**src/rtl/chgadc_regs.svh**
```systemverilog
`ifndef CHGADC_REGS_SVH
`define CHGADC_REGS_SVH
// =====================================================
// command codes
`define CHGADC_CMD_CUR_CMP 8'h25
`define CHGADC_CMD_SYS_BAT 8'h26
`define CHGADC_CMD_MAKER 8'hfe
`define CHGADC_CMD_PART 8'hff
// =====================================================
// field positions
`define CHGADC_HI_MSB 15
`define CHGADC_HI_LSB 8
`define CHGADC_LO_MSB 7
`define CHGADC_LO_LSB 0
// =====================================================
// reset values
`define CHGADC_RESULT_RST 8'h00
`define CHGADC_WORD_RST 16'h0000
// identity codes, arbitrary values
`define CHGADC_MAKER_CODE 16'h00a5
`define CHGADC_PART_CODE 8'h3c
`endif

```
**src/rtl/chgadc_pkg.sv**
```systemverilog
package chgadc_pkg;
  // which result field a conversion targets
  typedef enum logic [1:0]
  {
    CHGADC_CH_CUR = 2'b00,
    CHGADC_CH_CMP = 2'b01,
    CHGADC_CH_SYS = 2'b10,
    CHGADC_CH_BAT = 2'b11
  } chgadc_chan_t;
  // read path state
  typedef enum logic [0:0]
  {
    CHGADC_IDLE = 1'b0,
    CHGADC_ANSWER = 1'b1
  } chgadc_rd_state_t;
endpackage

```
**src/rtl/chgadc_cnv_if.sv**
```systemverilog
`timescale 1ns/100ps
// conversion update carrier between top and result holders
interface chgadc_cnv_if;
  logic valid; // one-cycle update strobe
  chgadc_pkg::chgadc_chan_t chan; // target field
  logic [7:0] code; // converted code
  modport src (output valid, output chan, output code);
  modport dst (input valid, input chan, input code);
endinterface

```
**src/rtl/chgadc_field.sv**
```systemverilog
`timescale 1ns/100ps
`include "chgadc_regs.svh"
// =====================================================
// one 8-bit result field holding last conversion
module chgadc_field #(
  parameter chgadc_pkg::chgadc_chan_t CHAN = chgadc_pkg::CHGADC_CH_CUR
) (
  input wire logic mclk,
  input wire logic resetn,
  chgadc_cnv_if.dst cnv,
  output logic [7:0] value
);
  logic [7:0] value_ff; // held code
  logic [7:0] nxt_value;
  // update only on a matching conversion
  always_comb
  begin
    nxt_value = value_ff;
    if (cnv.valid && cnv.chan == CHAN)
    begin
      nxt_value = cnv.code;
    end
  end
  // register
  always_ff @(posedge mclk)
  begin
    if (!resetn)
      value_ff <= `CHGADC_RESULT_RST;
    else
      value_ff <= nxt_value;
  end
  assign value = value_ff;
endmodule

```
**src/rtl/chgadc_regbank.sv**
```systemverilog
`timescale 1ns/100ps
`include "chgadc_regs.svh"
// Operation
// - input current high byte, 50 mA steps
// - comparator voltage low byte, 12 mV steps
// - system voltage high byte, 64 mV steps
// - battery voltage low byte, 64 mV steps
// - result words at 25h, 26h, read-only
// - fixed maker code at FEh, unwritable
// - part code at FFh, upper byte zero
module chgadc_regbank (
  input wire logic mclk,
  input wire logic resetn,
  // conversion results from the adc sequencer
  input wire logic cnv_valid,
  input wire logic [1:0] cnv_chan,
  input wire logic [7:0] cnv_code,
  // command port from the smbus engine
  input wire logic cmd_rd,
  input wire logic cmd_wr,
  input wire logic [7:0] cmd_code,
  input wire logic [15:0] cmd_wdata,
  output logic [15:0] rd_data,
  output logic rd_valid,
  output logic rd_miss
);
  // =====================================================
  // conversion update carrier
  chgadc_cnv_if cnv (); // shared update bus to all four holders
  logic [7:0] cur_code; // input_current_result, high byte at 25h
  logic [7:0] cmp_code; // comparator_input_voltage, low byte at 25h
  logic [7:0] sys_code; // system_voltage_result, high byte at 26h
  logic [7:0] bat_code; // battery voltage, low byte at 26h
  // sequencer strobe goes straight onto the carrier, same clock
  assign cnv.valid = cnv_valid;
  // channel number maps one to one onto the holder selector
  assign cnv.chan = chgadc_pkg::chgadc_chan_t'(cnv_chan);
  // code only matters while the strobe is high
  assign cnv.code = cnv_code;
  // =====================================================
  // result holders
  // input current, 50 mA a step, top code 12.75 A
  chgadc_field #(
    .CHAN(chgadc_pkg::CHGADC_CH_CUR)
  ) u_cur (
    .mclk(mclk),
    .resetn(resetn),
    .cnv(cnv),
    .value(cur_code)
  );
  // comparator input, 12 mV a step, top code 3.06 V
  chgadc_field #(
    .CHAN(chgadc_pkg::CHGADC_CH_CMP)
  ) u_cmp (
    .mclk(mclk),
    .resetn(resetn),
    .cnv(cnv),
    .value(cmp_code)
  );
  // system voltage, 64 mV a step above a 2.88 V base
  chgadc_field #(
    .CHAN(chgadc_pkg::CHGADC_CH_SYS)
  ) u_sys (
    .mclk(mclk),
    .resetn(resetn),
    .cnv(cnv),
    .value(sys_code)
  );
  // battery voltage, same 64 mV step, up to 19.2 V
  chgadc_field #(
    .CHAN(chgadc_pkg::CHGADC_CH_BAT)
  ) u_bat (
    .mclk(mclk),
    .resetn(resetn),
    .cnv(cnv),
    .value(bat_code)
  );
  // =====================================================
  // command decode
  logic rd_take; // read accepted at this edge
  logic hit_cur_cmp; // current and comparator word
  logic hit_sys_bat; // system and battery voltage word
  logic hit_maker; // maker identification word
  logic hit_part; // part identification word
  logic hit_none; // code outside the map
  logic [15:0] unused_wdata; // write data is dropped
  // writes carry nothing into the bank, so their data goes nowhere
  assign unused_wdata = cmd_wdata;
  // a read with a write beside it counts as a write and is dropped
  assign rd_take = cmd_rd && !cmd_wr;
  // one hit flag per mapped word, only the miss flag for a foreign code
  always_comb
  begin
    hit_cur_cmp = 1'b0;
    hit_sys_bat = 1'b0;
    hit_maker = 1'b0;
    hit_part = 1'b0;
    hit_none = 1'b0;
    unique case (cmd_code)
      `CHGADC_CMD_CUR_CMP:
      begin
        hit_cur_cmp = 1'b1;
      end
      `CHGADC_CMD_SYS_BAT:
      begin
        hit_sys_bat = 1'b1;
      end
      `CHGADC_CMD_MAKER:
      begin
        hit_maker = 1'b1;
      end
      `CHGADC_CMD_PART:
      begin
        hit_part = 1'b1;
      end
      default:
      begin
        hit_none = 1'b1; // unmapped code
      end
    endcase
  end
  // =====================================================
  // answer word selection
  logic [15:0] sel_word; // word the decoded code points at
  // pack two byte results, or a fixed code, into one word
  always_comb
  begin
    sel_word = `CHGADC_WORD_RST; // foreign codes read as zero
    if (hit_cur_cmp)
    begin
      sel_word[`CHGADC_HI_MSB:`CHGADC_HI_LSB] = cur_code;
      sel_word[`CHGADC_LO_MSB:`CHGADC_LO_LSB] = cmp_code;
    end
    else if (hit_sys_bat)
    begin
      sel_word[`CHGADC_HI_MSB:`CHGADC_HI_LSB] = sys_code;
      sel_word[`CHGADC_LO_MSB:`CHGADC_LO_LSB] = bat_code;
    end
    else if (hit_maker)
    begin
      sel_word = `CHGADC_MAKER_CODE;
    end
    else if (hit_part)
    begin
      // upper byte keeps the zero default
      sel_word[`CHGADC_LO_MSB:`CHGADC_LO_LSB] = `CHGADC_PART_CODE;
    end
  end
  // =====================================================
  // answer sequencing
  chgadc_pkg::chgadc_rd_state_t state_ff; // answer pending
  chgadc_pkg::chgadc_rd_state_t nxt_state;
  logic rd_valid_ff; // answer strobe, one cycle per taken read
  logic nxt_rd_valid;
  // every taken read is answered exactly one edge later
  always_comb
  begin
    nxt_state = chgadc_pkg::CHGADC_IDLE;
    unique case (state_ff)
      chgadc_pkg::CHGADC_IDLE:
      begin
        if (rd_take)
        begin
          nxt_state = chgadc_pkg::CHGADC_ANSWER;
        end
      end
      chgadc_pkg::CHGADC_ANSWER:
      begin
        // back to back reads keep the strobe up
        if (rd_take)
        begin
          nxt_state = chgadc_pkg::CHGADC_ANSWER;
        end
      end
    endcase
    nxt_rd_valid = (nxt_state == chgadc_pkg::CHGADC_ANSWER);
  end
  // register state and strobe
  always_ff @(posedge mclk)
  begin
    if (!resetn)
    begin
      state_ff <= chgadc_pkg::CHGADC_IDLE;
      rd_valid_ff <= 1'b0;
    end
    else
    begin
      state_ff <= nxt_state;
      rd_valid_ff <= nxt_rd_valid;
    end
  end
  // =====================================================
  // answer word and miss flag
  logic [15:0] rd_data_ff; // last answer, held until the next read
  logic [15:0] nxt_rd_data;
  logic rd_miss_ff; // foreign code flag, rides with the strobe
  logic nxt_rd_miss;
  // only a taken read loads a new word; writes leave it alone
  always_comb
  begin
    nxt_rd_data = rd_data_ff;
    nxt_rd_miss = 1'b0;
    if (rd_take)
    begin
      nxt_rd_data = sel_word;
      nxt_rd_miss = hit_none; // unmapped code
    end
  end
  // register answer word and flag
  always_ff @(posedge mclk)
  begin
    if (!resetn)
    begin
      rd_data_ff <= `CHGADC_WORD_RST;
      rd_miss_ff <= 1'b0;
    end
    else
    begin
      rd_data_ff <= nxt_rd_data;
      rd_miss_ff <= nxt_rd_miss;
    end
  end
  // =====================================================
  // outputs, each straight from a flip-flop
  assign rd_data = rd_data_ff;
  assign rd_valid = rd_valid_ff;
  assign rd_miss = rd_miss_ff;
endmodule

```
**config.mk**
```make
export PLATFORM = sky130hd
export DESIGN_NAME = chgadc_regbank
export DESIGN_NICKNAME = d
export VERILOG_FILES = /design/src/rtl/chgadc_pkg.sv /design/src/rtl/chgadc_cnv_if.sv /design/src/rtl/chgadc_field.sv /design/src/rtl/chgadc_regbank.sv
export VERILOG_INCLUDE_DIRS = /design/src /design/src/rtl
export SDC_FILE = /design/constraint.sdc
export NUM_CORES = 1
export LEC_CHECK = 0
export ABC_AREA = 1
export CAP_MARGIN = 20
export CORE_AREA = 2 2 84 86
export DETAILED_ROUTE_END_ITERATION = 7
export DIE_AREA = 0 0 86 88
export DONT_BUFFER_PORTS = 1
export GPL_TIMING_DRIVEN = 0
export HOLD_SLACK_MARGIN = 0.02
export PLACE_DENSITY = 0.6
export SYNTH_ARGS = -nofsm -noshare
export SYNTH_HDL_FRONTEND = slang
export SYNTH_SLANG_ARGS = --single-unit
```
**constraint.sdc**
```tcl
create_clock -name mclk -period 1.76 [get_ports mclk]
set_input_delay 0.352 -clock mclk [delete_from_list [all_inputs] [get_ports mclk]]
set_output_delay 0.352 -clock mclk [all_outputs]
set_load 0.05 [all_outputs]
```
==> flow_summary.yaml, run 1 <==
die:
  core_area_um2: 6640
  die-area_um2: 7570
  ios: 57
  die_height_um: 88
  die_w_um: 86
  start_util_pct: 34.0
  rows: 30
drt:
  first_pass_iters: 4
  viasPerCell: 4.58
  routed_wl_um: 4860
  drc: 0
  wl_per_cell_um: 12.4
  postRouteAntennaNets: 0
  drt_iter0_drc: 57
  route.vias.total: 1800
clocking:
  clockRootBuffer: "clkbuf_8"
  post_cts_buffers: 0
  clkLatencyLatePin_ns: 0.30
  htree_levels: 2
  cts_resized: 0
  cts_tree: "done"
  cts-buffers-inserted: 5
  cts_sinks: 50
  clk_pin_slew_ns: 0.09
  clockBufferDepth: 2
  hold_buffers: 0
placement:
  globalplace.congestion: 0.746
  place_hpwl_um: 3810
  portBuffers: 0
  placed_area_um2: 2360
sta:
  setup-violations-final: 0
  fmax_ghz: 0.766
  finClkSkew_ns: 0.00335
  worstMarginPinSlew_ns: 0.518
  finalCritPeriodShare_pct: 74.2
  slew_viol_final: 0
  hold_viol_final: 0
  rsz0062_at_grt: "no"
  setup_tns_ns: 0
  max_slew_margin_pct: 65.4
  fin_crit_ns: 1.31
global_routing:
  overflow: 0
  grt_max_degree: 15
  track_usage_pct: 14.0
  antenna_found_initial: 0
  grt_first_pass_wirelength_um: 8330
  grt_pass1_vias: 1709
synth:
  syn_area_um2: 2260
  yosys.cell_types.count: 23
  synth_area_leaders: "dfxtp_1 44%, nor2_1 14%, o21ai_0 8.0%"
  synth_top_area_cell: "dfxtp_1"
  synth_top_area_share_pct: 44.3
  yosys_warnings: 0
  synth_area_per_cell_um2: 7.39
  synthCells: 306
  ys_ff_latch: 50
  synth_nets: 345
  seq_area_frac_synth_pct: 44.3
outcome:
  status: "finished, final reports clean"
power:
  powerDensity_nw_per_um2: 873
  ir_drop_uv: 325
  leakage_nw: 1.05
setup_path:
  criticalPathCategory: "reg2out"
  worstPathArrival_ns: 0.95
  critPathLaunchType: "flop"
  endpoint_kind: "output port"
  path_max_fanout: 2
  cp_data_required_time_ns: 1.41
finish:
  syn_to_final_growth_pct: 7.91
  layout-drive-gt1-share_pct: 15.7
  final_area_um2: 2440
  nNetsFinal: 352
  utilization_pct: 36.7
  diodes: 0
flow_run:
  drv_cap: 0
min_path:
  holdCritPathClass: "in2reg"
placed cells by master (no fill, tap or decap):
master / count
clkbuf_8: 6
inv_2: 3
nand2_2: 13
o21ai_1: 4
nand2_4: 1
inv_1: 27
nand2_1: 20
buf_6: 3
clkbuf_2: 1
nor2_4: 4
o21ai_0: 36
nand3_1: 29
clkbuf_1: 3
and2_4: 1
a21oi_1: 8
and3_1: 1
dlygate4sd1_1: 1
buf_2: 2
buf_12: 1
nor2_1: 85
dfxtp_1: 50
clkinv_2: 2
nor2_2: 2
nand3_2: 10
final cells by class:
cell class                 count  area (µm²)
buffer                        12         103
clock buffer                   5        68.8
clock inverter                 2        10.0
fill                         715        4200
inverter                      30         113
multi-input combinational    214        1040
sequential                    50        1000
tap                           80         100
routing by layer:
layer | track usage [%] | vias to the layer above | wire length, µm
li1 | - | 982 | -
met1 | 19.1 | 776 | 2360
met2 | 20.4 | 38 | 2030
met3 | 6.31 | 4 | 440
met4 | 3.03 | 0 | 26
met5 | 0 | - | 0
synth_stat cells:
master         count
clkbuf_1           3
o21ai_0           36
inv_1             27
buf_2              2
a21oi_1            8
nor2_2             2
dfxtp_1           50
dlygate4sd1_1      1
nand2_2           13
o21ai_1            4
and3_1             1
buf_12             1
nor2_4             4
nand2_4            1
nor2_1            85
and2_4             1
clkbuf_2           1
inv_2              3
nand2_1           20
nand3_1           29
buf_6              3
nand3_2           10
clkbuf_8           1
state kept, by name (all words and copies together) (netlist names):
name / count
rd_data: 16
u_bat.value: 8
u_cmp.value: 8
u_cur.value: 8
u_sys.value: 8
rd_miss: 1
rd_valid: 1
worst paths after layout:
check / startpoint / to / slack, ns / cells past startpoint
setup / recovery: rd_data[0] / rd_data[0] / 0.45 / 0
hold / removal: cnv_code[4] / u_sys.value[4] / 0.18 / 2
setup reg to reg: rd_data[6] / rd_data[6] / 0.75 / 4
hold reg to reg: u_bat.value[4] / u_bat.value[4] / 0.45 / 2
logic make-up (layout without fill, tap and decap cells):
group | Yosys count | count (layout) | synth area share, %
AND/OR/NAND/NOR | 166 | 166 | 35.6
flip-flops | 50 | 50 | 44.3
AO/OA/AOI/OAI | 48 | 48 | 10.6
buffers and inverters | 42 | 49 | 9.52
power breakdown:
group,total (mW),internal [mW],switching [mW]
Sequential,1.31,1.19,0.116
Clock,0.643,0.268,0.375
Combinational,0.179,0.0688,0.111
Total,2.13,1.53,0.602
per-stage QoR:
step	instances	total power [mW]	worst slack (ns)	hold WS [ns]
after floorplan	306	1.47	0.624	0.424
after global placement	386	1.51	0.542	0.435
after detailed placement	386	1.52	0.541	0.435
after CTS	393	2.14	0.442	0.181
after global routing	393	2.23	0.410	0.183
final	393	2.13	0.455	0.180
(Power assumes the default switching activity.)
==> run 2, diff against run 1 <==
- ABC_AREA: 1 -> 0
- CORE_AREA: 2 2 84 86 -> 2 2 81 83
- DIE_AREA: 0 0 86 88 -> 0 0 83 85
- PLACE_DENSITY: 0.6 -> 0.61
- clock period: 1.76 -> 1.1 ns (I/O delays scaled with it)
==> flow_summary.yaml, run 2 <==
outcome:
  status: "complete, but fails checks"
  violations: "negative setup slack"
die:
  rows: 29
  start_util_pct: 33.6
  ios: 57
  die-area_um2: 7060
  die_height_um: 85
  die_w_um: 83
  core_area_um2: 6200
setup_path:
  cp_slowest_stage_delay_ns: 0.56
  cp_data_required_time_ns: 1.27
  criticalPathCategory: "in2reg"
  crit_chain: "or4_4 -> or2_4 -> o311ai_4 -> a22oi_2"
  r2r-start: "u_bat.value[2]"
  cp-startpoint: "cmd_code[3]"
  path_max_fanout: 5
  crit_buf_inv: 0
  worstPathArrival_ns: 1.45
  critPathLaunchType: "input pin"
  slowest_stage: "or4_4"
  endpoint_kind: "flop"
  crit_family: "simple AND/OR/NAND/NOR gates"
  r2r_setup_slack_ns: 0.16
synth:
  synth_area_leaders: "dfxtp_1 48%, mux2i_1 20%, nor2_1 8.3%"
  yosys_warnings: 0
  seq_area_frac_synth_pct: 48.0
  synth_common_cells: "50 x dfxtp_1, 46 x nor2_1, 42 x mux2i_1"
  synth_nets: 248
  synth_area_per_cell_um2: 9.98
  synth_edf_count: 0
  synthCells: 209
  syn_area_um2: 2090
  ys_ff_latch: 50
  synth_top_area_share_pct: 48.0
  yosysMostFrequentCell: "dfxtp_1"
  synthArstFlopShare_pct: 0
  yosys.cell_types.count: 39
  synth_flop_cell: "dfxtp_1"
  synth_top_area_cell: "dfxtp_1"
finish:
  diodes: 0
  nNetsFinal: 257
  layout-drive-gt1-share_pct: 20.6
  final_common_cell: "nor2_1"
  fill_cells: 626
  syn_to_final_growth_pct: 14.7
  final-instance-count-excl-fill: 295
  final_cell_mix: "43 x nor2_1, 42 x mux2i_1, 32 x dfxtp_1"
  utilization_pct: 38.6
  largest_reg_flops: 16
power:
  leakage_nw: 1.01
  powerDensity_nw_per_um2: 1310
  ir_drop_uv: 542
sta:
  worstMarginPinSlew_ns: 0.631
  fin_crit_ns: 1.28
  setup_tns_ns: -2.01
  finClkSkew_ns: 0.00491
  rsz0062_at_grt: "yes"
  hold_viol_final: 0
  fmax_ghz: 0.782
  slew_viol_final: 0
  setup-violations-final: 17
  finalCritPeriodShare_pct: 116
  holdWs_ns: 0.0625
  fin_ws_ns: -0.178
  max_slew_margin_pct: 57.9
min_path:
  min_from: "cmd_code[2]"
  holdCritPathClass: "in2reg"
global_routing:
  track_usage_pct: 13.4
  antenna_found_initial: 0
  grt_max_degree: 14
  overflow: 0
  grt_pass1_vias: 1476
  grt_first_pass_wirelength_um: 7530
drt:
  drc: 0
  viasPerCell: 5.15
  routed_wl_um: 4660
  wl_per_cell_um: 15.8
  postRouteAntennaNets: 0
  route.vias.total: 1520
  drt_iter0_drc: 53
  first_pass_iters: 6
placement:
  globalplace.congestion: 0.727
  dp.cells: 286
  portBuffers: 0
  place_hpwl_um: 3390
  pre_cts_slack_ns: -0.599
clocking:
  cts_sinks: 50
  clockBufferDepth: 2
  clkLatencyLatePin_ns: 0.29
  clockRootBuffer: "clkbuf_8"
  cts_tree: "done"
  clk_pin_slew_ns: 0.08
  htree_levels: 2
  cts-buffers-inserted: 5
flow_run:
  drv_cap: 0
run 2: cell count changes after synthesis, sizes merged, moves of 10 or more:
cell / previous run / this run
a2bb2oi: 0 / 10
inv: 30 / 3
mux2i: 0 / 42
nand2: 34 / 7
nand3: 39 / 1
nor2: 91 / 46
o21ai: 40 / 3
run 2: timing repair:
item,4_1_cts,5_1_grt
hold buffers,2,0
pin swaps,4,5
setup buffers,1,0
endpoints found under the setup margin,35,17
endpoints found under the hold margin,1,0
resized for setup,29,6
run 2: logic make-up after synthesis:
family	count (synthesis)	share of synthesized area, %
AOI/OAI and AO/OA	32	12.3
buffers and inverters	16	4.44
DFF	50	48.0
muxes	42	20.2
and+or+nand+nor	69	15.1
run 2: final cells by class:
| class | count | area (µm²) | share of cell area, % |
|---|---|---|---|
| multi-input combinational | 143 | 1080 | 45.1 |
| sequential | 50 | 1020 | 42.8 |
| tap | 77 | 96.3 | 4.03 |
| clock buffer | 7 | 76.3 | 3.19 |
| buffer | 11 | 73.8 | 3.09 |
| timing repair buffer | 3 | 27.5 | 1.15 |
| inverter | 4 | 15.0 | 0.628 |
run 2: per-stage QoR:
| step | cell area, µm² | power, mW |
|---|---|---|
| 3_5_place_dp | 2200 | 2.16 |
| 4_1_cts | 2370 | 3.16 |
| 2_1_floorplan | 2100 | 2.11 |
| 6_report | 2390 | 3.12 |
| 5_1_grt | 2390 | 3.26 |
| 3_3_place_gp | 2200 | 2.16 |
run 2: routing by layer:
metal / global-route usage, % / routed length, µm / vias up
met5: 0 / 0 / -
met4: 4.47 / 56 / 0
met3: 4.18 / 200 / 4
met2: 21.6 / 2250 / 25
met1: 17.1 / 2150 / 730
li1: - / - / 761
run 2: report_power, final:
group / switching [mW] / internal [mW]
Sequential: 0.0348 / 1.85
Clock: 0.544 / 0.439
Combinational: 0.140 / 0.113
Total: 0.718 / 2.40
run 2: worst paths after layout:
| check | to | cells after the start |
|---|---|---|
| setup reg to reg | rd_data[2] | 3 |
| hold reg to reg | u_cur.value[4] | 2 |
| setup / recovery | rd_data[3] | 4 |
| hold / removal | rd_data[3] | 2 |
